### src/hw/ccd_seq_pkg.sv
// constants and types for the ccd clock sequencer
package ccd_seq_pkg;
    // resolution / gain selection
    localparam logic [1:0] GAIN_HIGH = 2'h0;
    localparam logic [1:0] GAIN_LOW = 2'h1;
    localparam logic [1:0] GAIN_EXTENDED_RANGE_MODE = 2'h2;
    // output enable mask bit positions
    localparam int OUT_A = 0;
    localparam int OUT_B = 1;
    localparam int OUT_C = 2;
    localparam int OUT_D = 3;
    // timing defaults, in clock cycles; line length in pixels
    localparam int HALF_PIX_CYC = 4;
    localparam int VHALF_CYC = 8;
    localparam int XFER_CYC = 32;
    localparam int SHUT_CYC = 16;
    localparam int DUMP_GUARD_CYC = 2;
    localparam int PIX_PER_LINE = 16;
    // static pin levels (logic level 1 = pin's high level)
    localparam logic PIN_HIGH = 1'b1;
    localparam logic PIN_LOW = 1'b0;
    typedef enum logic [2:0] {
        ST_IDLE, ST_XFER, ST_VGUARD, ST_VSHIFT, ST_DGUARD, ST_HREAD, ST_SHUT, ST_SWAIT
    } seq_state_e;
endpackage

### src/hw/pix_phase_gen.sv
// pixel phase generator: horizontal clocks and sample strobes
`timescale 1ns/100ps
module pix_phase_gen #(
    parameter int HALF_CYC = ccd_seq_pkg::HALF_PIX_CYC
) (
    input wire logic clk,
    input wire logic rst_b,
    input wire logic run,
    input wire logic quarter,
    output logic h1,
    output logic pix_tick,
    output logic samp_rst,
    output logic samp_dat,
    output logic pair_odd
);
    logic [7:0] cnt_r;
    logic odd_r;
    logic last;
    assign last = (cnt_r == 8'(HALF_CYC - 1));
    always_ff @(posedge clk or negedge rst_b) begin
        if (!rst_b) begin
            cnt_r <= 8'h00;
        end else if (!run || last) begin
            cnt_r <= 8'h00;
        end else begin
            cnt_r <= cnt_r + 8'h01;
        end
    end
    always_ff @(posedge clk or negedge rst_b) begin
        if (!rst_b) begin
            h1 <= 1'b1;
            odd_r <= 1'b0;
        end else if (!run) begin
            h1 <= 1'b1;
            odd_r <= 1'b0;
        end else if (last) begin
            h1 <= ~h1;
            if (!h1) begin
                odd_r <= ~odd_r;
            end
        end
    end
    // one pixel ends when h1 rises again
    assign pix_tick = run && last && !h1;
    assign pair_odd = odd_r;
    // strobes: reset level early in h1 high, data level early in h1 low
    // quarter: only every second pixel, i.e. half rate
    assign samp_rst = run && h1 && (cnt_r == 8'h01) && (!quarter || !odd_r);
    assign samp_dat = run && !h1 && (cnt_r == 8'h01) && (!quarter || odd_r);
endmodule // pix_phase_gen

### src/hw/ccd_readout_clock_sequencer.sv
// camera timing generator driving an interline ccd
`timescale 1ns/100ps
// Function
// transfer pulse rising starts photodiode transfer, falling completes it
// anti-blooming off while transfer pulse high; keep pulse bounded
// exposure ends on transfer pulse falling edge
// dumped line: pulse both dump gates around its vertical transfer, no horizontal clocking
// normal line: both dump gates held low through vertical transfer
// vertical clocks with dump gates high send charge to drain
// dump gates high before first vertical edge of dumped transfer
// dump gates stay high until last vertical edge completes
// shutter pulse only at line end with horizontal register empty
// shutter placed right after last pixel of a line
// vertical clocks stopped at least half vertical period after shutter
// horizontal clocks may run in shutter only with no valid data
// sub-line shutter edges kept half vertical period from vertical edges
// full-resolution sample strobes go to front end only
// permanent high gain: secondary resets held static
// permanent low gain: all four primary resets held static
// quarter high gain: primary resets pulsed at half horizontal rate
// quarter low gain: secondary resets pulsed at half horizontal rate
// quarter strobes run at half horizontal rate
// unused outputs' horizontal and reset clocks held high
// extended range: separate low and high gain strobe pairs
// extended range: two-pixel horizontal plus two-line vertical summing
// mode configuration latched only between frames
module ccd_readout_clock_sequencer #(
    parameter int XFER_CYC = ccd_seq_pkg::XFER_CYC,
    parameter int VHALF_CYC = ccd_seq_pkg::VHALF_CYC,
    parameter int SHUT_CYC = ccd_seq_pkg::SHUT_CYC,
    parameter int PIX_PER_LINE = ccd_seq_pkg::PIX_PER_LINE,
    parameter int HALF_PIX_CYC = ccd_seq_pkg::HALF_PIX_CYC,
    parameter int LINES = 8
) (
    input wire logic CLK,
    input wire logic RST_B,
    input wire logic FRAME_START,
    input wire logic [1:0] GAIN_SEL,
    input wire logic QUARTER_SEL,
    input wire logic [3:0] OUT_EN,
    input wire logic [15:0] DUMP_LINES,
    input wire logic [15:0] SHUTTER_LINE,
    input wire logic SHUTTER_EN,
    output logic TOP_TRANSFER_GATE,
    output logic BOTTOM_TRANSFER_GATE,
    output logic VERT_CLK,
    output logic DUMP_GATE_UPPER_PAIR,
    output logic DUMP_GATE_LOWER_PAIR,
    output logic SHUTTER,
    output logic [3:0] HORIZ_CLK1,
    output logic [3:0] PRIMARY_RESET,
    output logic SECONDARY_RESET_UPPER,
    output logic SECONDARY_RESET_LOWER,
    output logic FULL_RES_RESET_SAMPLE,
    output logic FULL_RES_DATA_SAMPLE,
    output logic QUARTER_RES_RESET_SAMPLE,
    output logic QUARTER_RES_DATA_SAMPLE,
    output logic LOW_GAIN_RESET_SAMPLE,
    output logic LOW_GAIN_DATA_SAMPLE,
    output logic HIGH_GAIN_RESET_SAMPLE,
    output logic HIGH_GAIN_DATA_SAMPLE,
    output logic BUSY
);
    // ------------------------------------------------------------
    // configuration latch
    // ------------------------------------------------------------
    ccd_seq_pkg::seq_state_e state_r, state_nxt;
    logic [1:0] gain_r;
    logic quarter_r;
    logic [3:0] outen_r;
    logic [15:0] cnt_r;
    logic [15:0] line_r;
    logic [7:0] pix_r;
    logic vphase_r;
    logic dump_line;
    logic h1, pix_tick, samp_rst, samp_dat, pair_odd;
    logic hrun;
    logic vsum_r;

    function automatic logic is_extended_range_mode(input logic [1:0] g);
        is_extended_range_mode = (g == ccd_seq_pkg::GAIN_EXTENDED_RANGE_MODE);
    endfunction

    always_ff @(posedge CLK or negedge RST_B) begin
        if (!RST_B) begin
            gain_r <= ccd_seq_pkg::GAIN_HIGH;
            quarter_r <= 1'b0;
            outen_r <= 4'h1;
        end else if (state_r == ccd_seq_pkg::ST_IDLE && FRAME_START) begin
            // mid-frame changes would corrupt line sums
            gain_r <= GAIN_SEL;
            quarter_r <= QUARTER_SEL | is_extended_range_mode(GAIN_SEL);
            outen_r <= OUT_EN;
        end
    end

    // ------------------------------------------------------------
    // frame sequencer
    // ------------------------------------------------------------
    assign dump_line = (line_r < 16'd16) ? DUMP_LINES[line_r[3:0]] : 1'b0;
    assign hrun = (state_r == ccd_seq_pkg::ST_HREAD);

    always_comb begin
        state_nxt = state_r;
        case (state_r)
            ccd_seq_pkg::ST_IDLE:
                if (FRAME_START) begin
                    state_nxt = ccd_seq_pkg::ST_XFER;
                end
            ccd_seq_pkg::ST_XFER:
                if (cnt_r == 16'(XFER_CYC - 1)) begin
                    state_nxt = ccd_seq_pkg::ST_VGUARD;
                end
            ccd_seq_pkg::ST_VGUARD:
                if (cnt_r == 16'(VHALF_CYC - 1)) begin
                    state_nxt = ccd_seq_pkg::ST_VSHIFT;
                end
            ccd_seq_pkg::ST_VSHIFT:
                if (cnt_r == 16'(4 * VHALF_CYC - 1)) begin
                    state_nxt = ccd_seq_pkg::ST_DGUARD;
                end
            ccd_seq_pkg::ST_DGUARD:
                if (cnt_r == 16'(ccd_seq_pkg::DUMP_GUARD_CYC - 1)) begin
                    // dumped line skips horizontal readout
                    state_nxt = dump_line ? ccd_seq_pkg::ST_SWAIT : ccd_seq_pkg::ST_HREAD;
                end
            ccd_seq_pkg::ST_HREAD:
                if (pix_tick && pix_r == 8'(PIX_PER_LINE - 1)) begin
                    // shutter right after the last pixel, register empty
                    state_nxt = (SHUTTER_EN && line_r == SHUTTER_LINE) ?
                        ccd_seq_pkg::ST_SHUT : ccd_seq_pkg::ST_SWAIT;
                end
            ccd_seq_pkg::ST_SHUT:
                if (cnt_r == 16'(SHUT_CYC - 1)) begin
                    state_nxt = ccd_seq_pkg::ST_SWAIT;
                end
            ccd_seq_pkg::ST_SWAIT:
                // half vertical period of quiet before vertical clocks resume
                if (cnt_r == 16'(VHALF_CYC - 1)) begin
                    state_nxt = (line_r == 16'(LINES - 1)) ?
                        ccd_seq_pkg::ST_IDLE : ccd_seq_pkg::ST_VGUARD;
                end
            default:
                state_nxt = ccd_seq_pkg::ST_IDLE;
        endcase
    end

    always_ff @(posedge CLK or negedge RST_B) begin
        if (!RST_B) begin
            state_r <= ccd_seq_pkg::ST_IDLE;
        end else begin
            state_r <= state_nxt;
        end
    end

    always_ff @(posedge CLK or negedge RST_B) begin
        if (!RST_B) begin
            cnt_r <= 16'h0000;
        end else if (state_nxt != state_r) begin
            cnt_r <= 16'h0000;
        end else begin
            cnt_r <= cnt_r + 16'h0001;
        end
    end

    always_ff @(posedge CLK or negedge RST_B) begin
        if (!RST_B) begin
            line_r <= 16'h0000;
            pix_r <= 8'h00;
        end else begin
            if (state_r == ccd_seq_pkg::ST_IDLE) begin
                line_r <= 16'h0000;
            end else if (state_r == ccd_seq_pkg::ST_SWAIT && state_nxt != state_r) begin
                line_r <= line_r + 16'h0001;
            end
            if (!hrun) begin
                pix_r <= 8'h00;
            end else if (pix_tick) begin
                pix_r <= pix_r + 8'h01;
            end
        end
    end

    // ------------------------------------------------------------
    // vertical, transfer and dump gate pins
    // ------------------------------------------------------------
    always_ff @(posedge CLK or negedge RST_B) begin
        if (!RST_B) begin
            TOP_TRANSFER_GATE <= 1'b0;
            BOTTOM_TRANSFER_GATE <= 1'b0;
        end else begin
            // pulse width bounded: anti-blooming is off while high, exposure ends on fall
            TOP_TRANSFER_GATE <= (state_nxt == ccd_seq_pkg::ST_XFER);
            BOTTOM_TRANSFER_GATE <= (state_nxt == ccd_seq_pkg::ST_XFER);
        end
    end

    always_ff @(posedge CLK or negedge RST_B) begin
        if (!RST_B) begin
            VERT_CLK <= 1'b0;
            vphase_r <= 1'b0;
            vsum_r <= 1'b0;
        end else if (state_r == ccd_seq_pkg::ST_VSHIFT) begin
            // two full vertical periods per line: extended_range_mode sums two lines, others shift one
            if (cnt_r[7:0] == 8'(VHALF_CYC - 1) || cnt_r[7:0] == 8'(3 * VHALF_CYC - 1)
                || (is_extended_range_mode(gain_r) && cnt_r[7:0] == 8'(2 * VHALF_CYC - 1))) begin
                vphase_r <= ~vphase_r;
            end
            VERT_CLK <= vphase_r;
            vsum_r <= is_extended_range_mode(gain_r);
        end else begin
            VERT_CLK <= 1'b0;
            vphase_r <= 1'b0;
        end
    end

    always_ff @(posedge CLK or negedge RST_B) begin
        if (!RST_B) begin
            DUMP_GATE_UPPER_PAIR <= 1'b0;
            DUMP_GATE_LOWER_PAIR <= 1'b0;
        end else begin
            // from present state: line index is only valid once the guard is entered
            DUMP_GATE_UPPER_PAIR <= dump_line && (state_r == ccd_seq_pkg::ST_VGUARD
                || state_r == ccd_seq_pkg::ST_VSHIFT || state_r == ccd_seq_pkg::ST_DGUARD);
            DUMP_GATE_LOWER_PAIR <= dump_line && (state_r == ccd_seq_pkg::ST_VGUARD
                || state_r == ccd_seq_pkg::ST_VSHIFT || state_r == ccd_seq_pkg::ST_DGUARD);
        end
    end

    always_ff @(posedge CLK or negedge RST_B) begin
        if (!RST_B) begin
            SHUTTER <= 1'b0;
            BUSY <= 1'b0;
        end else begin
            SHUTTER <= (state_nxt == ccd_seq_pkg::ST_SHUT);
            BUSY <= (state_nxt != ccd_seq_pkg::ST_IDLE);
        end
    end

    // ------------------------------------------------------------
    // pixel timing
    // ------------------------------------------------------------
    pix_phase_gen #(
        .HALF_CYC(HALF_PIX_CYC)
    ) u_pix (
        .clk(CLK),
        .rst_b(RST_B),
        .run(hrun),
        .quarter(quarter_r),
        .h1(h1),
        .pix_tick(pix_tick),
        .samp_rst(samp_rst),
        .samp_dat(samp_dat),
        .pair_odd(pair_odd)
    );

    // horizontal clocks idle high outside readout, so none run in the shutter
    genvar gi;
    generate
        for (gi = 0; gi < 4; gi++) begin : g_out
            always_ff @(posedge CLK or negedge RST_B) begin
                if (!RST_B) begin
                    HORIZ_CLK1[gi] <= ccd_seq_pkg::PIN_HIGH;
                    PRIMARY_RESET[gi] <= ccd_seq_pkg::PIN_HIGH;
                end else if (!outen_r[gi]) begin
                    HORIZ_CLK1[gi] <= ccd_seq_pkg::PIN_HIGH;
                    PRIMARY_RESET[gi] <= ccd_seq_pkg::PIN_HIGH;
                end else begin
                    HORIZ_CLK1[gi] <= hrun ? h1 : ccd_seq_pkg::PIN_HIGH;
                    if (gain_r == ccd_seq_pkg::GAIN_LOW) begin
                        PRIMARY_RESET[gi] <= ccd_seq_pkg::PIN_HIGH;
                    end else begin
                        // quarter: reset only once per pixel pair
                        // idle high, so a mask change at frame start shows no low level
                        PRIMARY_RESET[gi] <= !hrun || samp_rst_pulse(hrun, h1, quarter_r, pair_odd);
                    end
                end
            end
        end
    endgenerate

    function automatic logic samp_rst_pulse(input logic run, input logic ph, input logic q, input logic odd);
        samp_rst_pulse = run && ph && (!q || !odd);
    endfunction

    always_ff @(posedge CLK or negedge RST_B) begin
        if (!RST_B) begin
            SECONDARY_RESET_UPPER <= ccd_seq_pkg::PIN_HIGH;
            SECONDARY_RESET_LOWER <= ccd_seq_pkg::PIN_HIGH;
        end else if (gain_r == ccd_seq_pkg::GAIN_HIGH) begin
            SECONDARY_RESET_UPPER <= ccd_seq_pkg::PIN_HIGH;
            SECONDARY_RESET_LOWER <= ccd_seq_pkg::PIN_HIGH;
        end else begin
            SECONDARY_RESET_UPPER <= !hrun || samp_rst_pulse(hrun, h1, quarter_r, pair_odd)
                || !(outen_r[ccd_seq_pkg::OUT_A] || outen_r[ccd_seq_pkg::OUT_B]);
            SECONDARY_RESET_LOWER <= !hrun || samp_rst_pulse(hrun, h1, quarter_r, pair_odd)
                || !(outen_r[ccd_seq_pkg::OUT_C] || outen_r[ccd_seq_pkg::OUT_D]);
        end
    end

    // ------------------------------------------------------------
    // front-end sample strobes (never routed to sensor pins)
    // ------------------------------------------------------------
    always_ff @(posedge CLK or negedge RST_B) begin
        if (!RST_B) begin
            FULL_RES_RESET_SAMPLE <= 1'b0;
            FULL_RES_DATA_SAMPLE <= 1'b0;
            QUARTER_RES_RESET_SAMPLE <= 1'b0;
            QUARTER_RES_DATA_SAMPLE <= 1'b0;
            LOW_GAIN_RESET_SAMPLE <= 1'b0;
            LOW_GAIN_DATA_SAMPLE <= 1'b0;
            HIGH_GAIN_RESET_SAMPLE <= 1'b0;
            HIGH_GAIN_DATA_SAMPLE <= 1'b0;
        end else begin
            FULL_RES_RESET_SAMPLE <= samp_rst && !quarter_r;
            FULL_RES_DATA_SAMPLE <= samp_dat && !quarter_r;
            QUARTER_RES_RESET_SAMPLE <= samp_rst && quarter_r && !is_extended_range_mode(gain_r);
            QUARTER_RES_DATA_SAMPLE <= samp_dat && quarter_r && !is_extended_range_mode(gain_r);
            // both gain pairs sample the same summed pixel
            LOW_GAIN_RESET_SAMPLE <= samp_rst && is_extended_range_mode(gain_r) && vsum_r;
            LOW_GAIN_DATA_SAMPLE <= samp_dat && is_extended_range_mode(gain_r) && vsum_r;
            HIGH_GAIN_RESET_SAMPLE <= samp_rst && is_extended_range_mode(gain_r) && vsum_r;
            HIGH_GAIN_DATA_SAMPLE <= samp_dat && is_extended_range_mode(gain_r) && vsum_r;
        end
    end
endmodule // ccd_readout_clock_sequencer

### config.mk
export PLATFORM = sky130hd
export DESIGN_NAME = ccd_readout_clock_sequencer
export DESIGN_NICKNAME = d
export VERILOG_FILES = /design/src/hw/ccd_seq_pkg.sv /design/src/hw/pix_phase_gen.sv /design/src/hw/ccd_readout_clock_sequencer.sv
export SDC_FILE = /design/constraint.sdc
export NUM_CORES = 1
export LEC_CHECK = 0
export BUFFER_PORTS_ARGS = -buffer_cell sky130_fd_sc_hd__buf_4
export CORE_UTILIZATION = 61
export DETAILED_ROUTE_END_ITERATION = 10
export GPL_TIMING_DRIVEN = 0
export PLACE_DENSITY = 0.85
export RECOVER_POWER = 50
export REMOVE_ABC_BUFFERS = 1
export SLEW_MARGIN = 15
export SYNTH_ARGS = -nofsm -noshare
export SYNTH_HDL_FRONTEND = slang
export SYNTH_SLANG_ARGS = --single-unit
### constraint.sdc
create_clock -name CLK -period 4.11 [get_ports CLK]
set_input_delay 0.2055 -clock CLK [delete_from_list [all_inputs] [get_ports CLK]]
set_output_delay 0.2055 -clock CLK [all_outputs]
set_load 0.05 [all_outputs]
Yosys cells after proc, flatten, opt, wreduce, memory -nomap -nowiden
Index checks and enable logic that the tools add are counted.

Bits in registers: 83. Input port bits: 43. Word-level logic and storage cells: 162.

Add/subtract/negate cells: 4. Order comparisons: 2. Equality and inequality tests: 29. Multiplexer cells: 41. Bitwise gates (word level): 4. Reductions and logical operators: 49.

Operator list (count): $mux 16 (3); $add 16x1->16 const B (2); $eq 16x3->1 const B (2); $logic_and 1x1->1 (25); $mux 3 (8); $mux 8 (3); $pmux 3 s8 (1); $mux 1 (23); $add 8x1->8 const B (2); $eq 16x1->1 const B (1); $eq 16x16->1 (1); $eq 16x4->1 const B (1); $eq 16x5->1 const B (1); $eq 8x4->1 const B (2); $lt 16x5->1 const B (1); $eq 3x3->1 const B (5); $logic_or 1x1->1 (12); $eq 8x1->1 const B (1); $eq 8x2->1 const B (1); $eq 8x3->1 const B (1); $eq 8x5->1 const B (1); $logic_not 1->1 (7); $eq 3x1->1 const B (2); $eq 3x2->1 const B (2); other kinds (15) (21).

Longest topological paths before layout
Depth after elaboration: 10. Gate-level depth with buffers: 9.

By module
From an unflattened synthesis, not the netlist that was laid out.

Cell total of the unflattened synthesis: 437. Area total of the unflattened synthesis: 4280.4 um^2.

Modules (own cells, without submodules): ccd_readout_clock_sequencer (times used 1, cells each 378, area each 3742.3 um^2); pix_phase_gen (times used 1, cells each 59, area each 538.0 um^2).

Worst setup path after synthesis
Ideal clock, no wire load.

Path type: reg2reg. Start point: register u_pix.cnt_r[5]. End point: register BUSY. Setup time: 131 ps. Data arrival time: 2508 ps. Data required time: 3979 ps. Setup slack: 1470 ps. Stages on the path, launching flop included: 8. Buffers on the path: 1. Period minus slack after synthesis: 2640 ps. Cells stage by stage: dfrtp_1 -> or4_1 -> or4b_1 -> buf_2 -> nor4_4 -> a31oi_1 -> or3b_4 -> or3_1.

Word-level cells in the longest chain between the ends: 7.

RTL lines: start: declaration (RTL line pix_phase_gen.sv:16) `logic [7:0] cnt_r;`; start signal: assignment (RTL line pix_phase_gen.sv:26) `cnt_r <= cnt_r + 8'h01;`; $eq 8x2->1 (RTL line pix_phase_gen.sv:19) `assign last = (cnt_r == 8'(HALF_CYC - 1));`; $logic_and 1x1->1 (2 in series) (RTL line pix_phase_gen.sv:44) `assign pix_tick = run && last && !h1;`; $logic_and 1x1->1 (RTL line ccd_readout_clock_sequencer.sv:128) `if (pix_tick && pix_r == 8'(PIX_PER_LINE - 1)) begin`; $mux 3 (RTL line ccd_readout_clock_sequencer.sv:128); $pmux 3 s8 (RTL line ccd_readout_clock_sequencer.sv:105) `case (state_r)`; net state_nxt[0] (RTL line ccd_readout_clock_sequencer.sv:67) `ccd_seq_pkg::seq_state_e state_r, state_nxt;`; $reduce_bool 3->1 (RTL line ccd_readout_clock_sequencer.sv:236) `BUSY <= (state_nxt != ccd_seq_pkg::ST_IDLE);`; end signal: assignment (RTL line ccd_readout_clock_sequencer.sv:236); end: declaration (RTL line ccd_readout_clock_sequencer.sv:62) `output logic BUSY`.

The timed path passes the listed nets, and every way through them passes these cells. A chain may end at the register's enable or synchronous reset.

Worst setup path in the final report
Start point: register cnt_r[9]. End point: register line_r[12].

Word-level cells in the longest chain between the ends: 6. Elaborated cells on any way between the ends: 14. Those cells by class: eq/ne (5); mux (7); reduce/logical (2).

RTL lines: start: declaration (RTL line ccd_readout_clock_sequencer.sv:71) `logic [15:0] cnt_r;`; start signal: assignment (RTL line ccd_readout_clock_sequencer.sv:162) `cnt_r <= cnt_r + 16'h0001;`; $eq 16x3->1 (tied with other cells) (RTL line ccd_readout_clock_sequencer.sv:115, ccd_readout_clock_sequencer.sv:139); $mux 3 (tied with other cells) (RTL line ccd_readout_clock_sequencer.sv:139) `if (cnt_r == 16'(VHALF_CYC - 1)) begin`; $pmux 3 s8 * (RTL line ccd_readout_clock_sequencer.sv:105); $ne 3x3->1 * (RTL line ccd_readout_clock_sequencer.sv:173) `end else if (state_r == ccd_seq_pkg::ST_SWAIT && state_nxt != state_r) begin`; $logic_and 1x1->1 * (RTL line ccd_readout_clock_sequencer.sv:173); $reduce_bool 2->1 (no source line) *; end signal: assignment (RTL line ccd_readout_clock_sequencer.sv:174) `line_r <= line_r + 16'h0001;`; end: declaration (RTL line ccd_readout_clock_sequencer.sv:72) `logic [15:0] line_r;`.

Mark *: on every way between the ends. The rest lies on a longest branch, timed or not.

==> impl_metrics.csv <==
group,metric,value,unit
pwr,p_clk_share,32.5,%
sta,setup_tns,0,ns
floorplanning,dieArea,7289,µm²
grt,grt_pass1_wl,14920,µm
grt,grtUsageTotal,26.63,%
final_layout,num_antenna_cells,0,
floorplanning,rows,30,
setup_path,cpPeakStageDelay,0.62,ns
detailed_routing,ant_nets,0,
placed_design,place_congestion,0.8610,
floorplanning,die_y,85.38,µm
pwr,p_leak,2.209,nW
clocking,numCtsBuffers,9,
sta,grt_setup_unrepaired,"no",
sta,finalSetupViolCount,0,
grt,use_met1,35.12,%
synth,synthArstFlopShare,100.0,%
final_layout,drive_above_1_share,20.86,%
hold_path,hp-class,"input port to flop",
clocking,cts_tree,"yes",
final_layout,fin_util,73.52,%
run_status,violations,"max-capacitance violations, max-slew violations",
synth,yosysWarnings,0,
synth,postSynthCellCount,426,
detailed_routing,drt_first_pass_iters,5,
setup_path,path_class,"flop to flop",
placed_design,place_area,4758,µm²
pwr,sw_frac_of_total,32.44,%
hold_path,hold_depth,2,
final_layout,design_area,4967,µm²
final_layout,fillers,470,
setup_path,critPathRequiredTime,4.38,ns
placed_design,pre_cts_ws,1.184,ns
detailed_routing,drc,0,
sta,final.min_clock_period,2.964,ns
flow_run,maxCapViolCount,1,
clocking,cts.clk_slew.worst_paths,0.09,ns
placed_design,dp_hpwl,6203,µm
synth,syn_area,4240,µm²
grt,met3_usage,3.307,%
pwr,ir_worst_vdd,0.3161,mV
sta,slew_violations,84,
detailed_routing,wirelength,9007,µm
placed_design,portBuffers,67,
floorplanning,io_pins,68,
pwr,powerDensity,451.8,nW/µm²
grt,use_met2,44.65,%
run_status,status,"finished with violations",
sta,hold_viol,0,
setup_path,crit_path_start_kind,"flop",
synth,synth_enable_flop_cells,0,
grt,grt_pass1_vias,3175,
setup_path,cp_cell_sequence,"or4_1, nor4_2, nand4_1, or2_1, or3_1, a21oi_1",
final_layout,final_nets,533,
clocking,post_cts_buffers,0,
synth,synth_top_flop_cell,"dfrtp_1",
grt,grt.busiest_layer,"met2",
synth,synth_top_area_share,41.90,%
synth,synth.avg_cell_area,9.954,µm²
clocking,post_cts_resized,0,
synth,ys_types,48,
setup_path,end_kind,"flop",
detailed_routing,vias_per_cell,5.921,
floorplanning,die_width,85.38,µm
clocking,cts_hold_buf,0,
synth,yosys.area.top_type,"dfrtp_1",
final_layout,syn2layout_area_growth,17.14,%
sta,fin_ws,1.146,ns
pwr,power_frac_seq,44.4,%
pwr,p_switching,728.1,µW
clocking,ctsLongestPathBuffers,2,
detailed_routing,drtIter0Drc,206,
clocking,cts.sinks,83,
floorplanning,coreArea,6756,µm²
setup_path,worstPathArrival,3.23,ns
sta,fin_crit_sh,72.12,%
setup_path,ff2ff_path_depth,6,
synth,synth-seq-cells,83,
grt,antenna_found_initial,0,
grt,grt_max_degree,84,
setup_path,worstPathMaxFanout,8,
setup_path,critical_path.slowest_cell,"or4_1",
detailed_routing,avgRoutedWirePerCell,15.83,µm
sta,max_slew_margin,-30.98,%
pwr,comb_power_share,23.1,%
sta,clock_skew,0.01186,ns
sta,worstMarginPinSlew,1.965,ns
clocking,clk_latency,0.36,ns
synth,yosys-top-cells-area,"dfrtp_1, dfstp_2, xor2_1",
pwr,intPower,1.516,mW
synth,ys_seq_area_share,49.34,%
detailed_routing,vias,3369,
clocking,htree_levels,3,
floorplanning,start_util,62.76,%
sta,timing.fmax,337.4,MHz
clocking,cts-root-buf,"clkbuf_8",
grt,grt_overflow,0,
[registers in the layout (all words and copies together), names as in the netlist, 3 cells and up]
name / flops
outen_r: 4
cnt_r: 16
state_r: 3
HORIZ_CLK1: 4
pix_r: 8
PRIMARY_RESET: 4
u_pix.cnt_r: 8
line_r: 16
[per-stage QoR]
stage / hold slack (ns) / cells / power [mW]
final: 0.07929 / 569 / 2.244
after global routing: 0.08293 / 569 / 2.352
after CTS: 0.04670 / 568 / 2.245
after detailed placement: 0.4313 / 552 / 1.524
after global placement: 0.4227 / 551 / 1.494
after floorplan: -0.09009 / 404 / 1.339
[power by group through the flow]
stage / clock, mW / combinational, mW / sequential (mW)
3_3_place_gp: 0 / 0.490 / 1.00
6_report: 0.730 / 0.518 / 0.996
4_1_cts: 0.732 / 0.520 / 0.994
2_1_floorplan: 0 / 0.294 / 1.04
3_5_place_dp: 0 / 0.515 / 1.01
5_1_grt: 0.769 / 0.572 / 1.01
[cell usage in the layout, fill, tap and decap left out, types with 2 or more instances in the layout]
master and n:
clkbuf_1 13, nor2_1 64, a31oi_1 2, buf_4 55
a41oi_1 2, nand2b_1 3, bufinv_16 3, and3_1 13
a21oi_1 12, and2_1 5, mux2i_1 3, nor3_1 16
mux4_2 3, nor3b_1 3, inv_6 2, nor4_2 2
nand2_1 26, xnor2_1 27, ha_1 6, xor2_1 30
dfstp_2 12, clkbuf_8 10, nand4_1 11, or3_1 6
mux2_2 7, nor2b_1 4, o21ai_0 10, or4_1 3
nand3b_1 3, inv_1 8, nand3_1 24, nor4_1 7
o2111ai_1 4, dfrtp_1 71
[cells by family after synthesis]
kind of cell    synth area share [%]
simple gates                   24.40
flops                          49.34
xor+xnor                       11.77
compound gates                 5.459
buf+inv                        3.098
mux                            4.161
fa+ha+maj                      1.770
[synthesized netlist by cell type (all sizes together), types with 3 or more instances]
cell / n
ha: 6
or4: 3
xnor2: 27
nand3b: 3
nor2: 65
nor4: 10
a21oi: 12
nor2b: 4
mux2i: 3
and2: 5
dfrtp: 71
mux4: 3
nand2b: 3
xor2: 30
and3: 13
dfstp: 12
nor3: 17
clkbuf: 15
o2111ai: 4
or3: 6
buf: 7
nor3b: 3
inv: 8
mux2: 7
nand2: 26
nand3: 25
nand4: 11
o21ai: 10
[critical path: cells and delay by family (launching register included)]
family,cells,cell delay [ns]
AND/OR/NAND/NOR,5,2.25
AO/OA/AOI/OAI,1,0.19
flip-flops,1,0.44
[final cells by class]
| class | instances | area, µm² | area share, % |
|---|---|---|---|
| repair buffers | 69 | 474.2 | 9.547 |
| flip-flops and latches | 83 | 2092 | 42.12 |
| multi-input cells | 313 | 2022 | 40.71 |
| clock buffers | 11 | 141.4 | 2.846 |
| well taps | 80 | 100.1 | 2.015 |
| clock inverters | 5 | 107.6 | 2.166 |
| inverters | 8 | 30.03 | 0.6045 |
[per-layer routing]
layer	part of all wire (%)	wire length [µm]
met5	0	0
met4	2.2	199
met3	5.3	478
met2	50	4503
met1	42	3826
[path summary, 6_finish.rpt]
| check | from | end | slack, ns |
|---|---|---|---|
| worst min register to register | outen_r[2] | PRIMARY_RESET[2] | 0.45 |
| min in group asynchronous | RST_B | u_pix.cnt_r[5] | 0.39 |
| worst max-delay path | cnt_r[9] | line_r[12] | 1.15 |
| max in group asynchronous | RST_B | line_r[4] | 2.56 |
| worst max register to register | cnt_r[9] | line_r[12] | 1.15 |
| worst min-delay path | OUT_EN[0] | outen_r[0] | 0.08 |
Power figures use the tool's default switching activity.
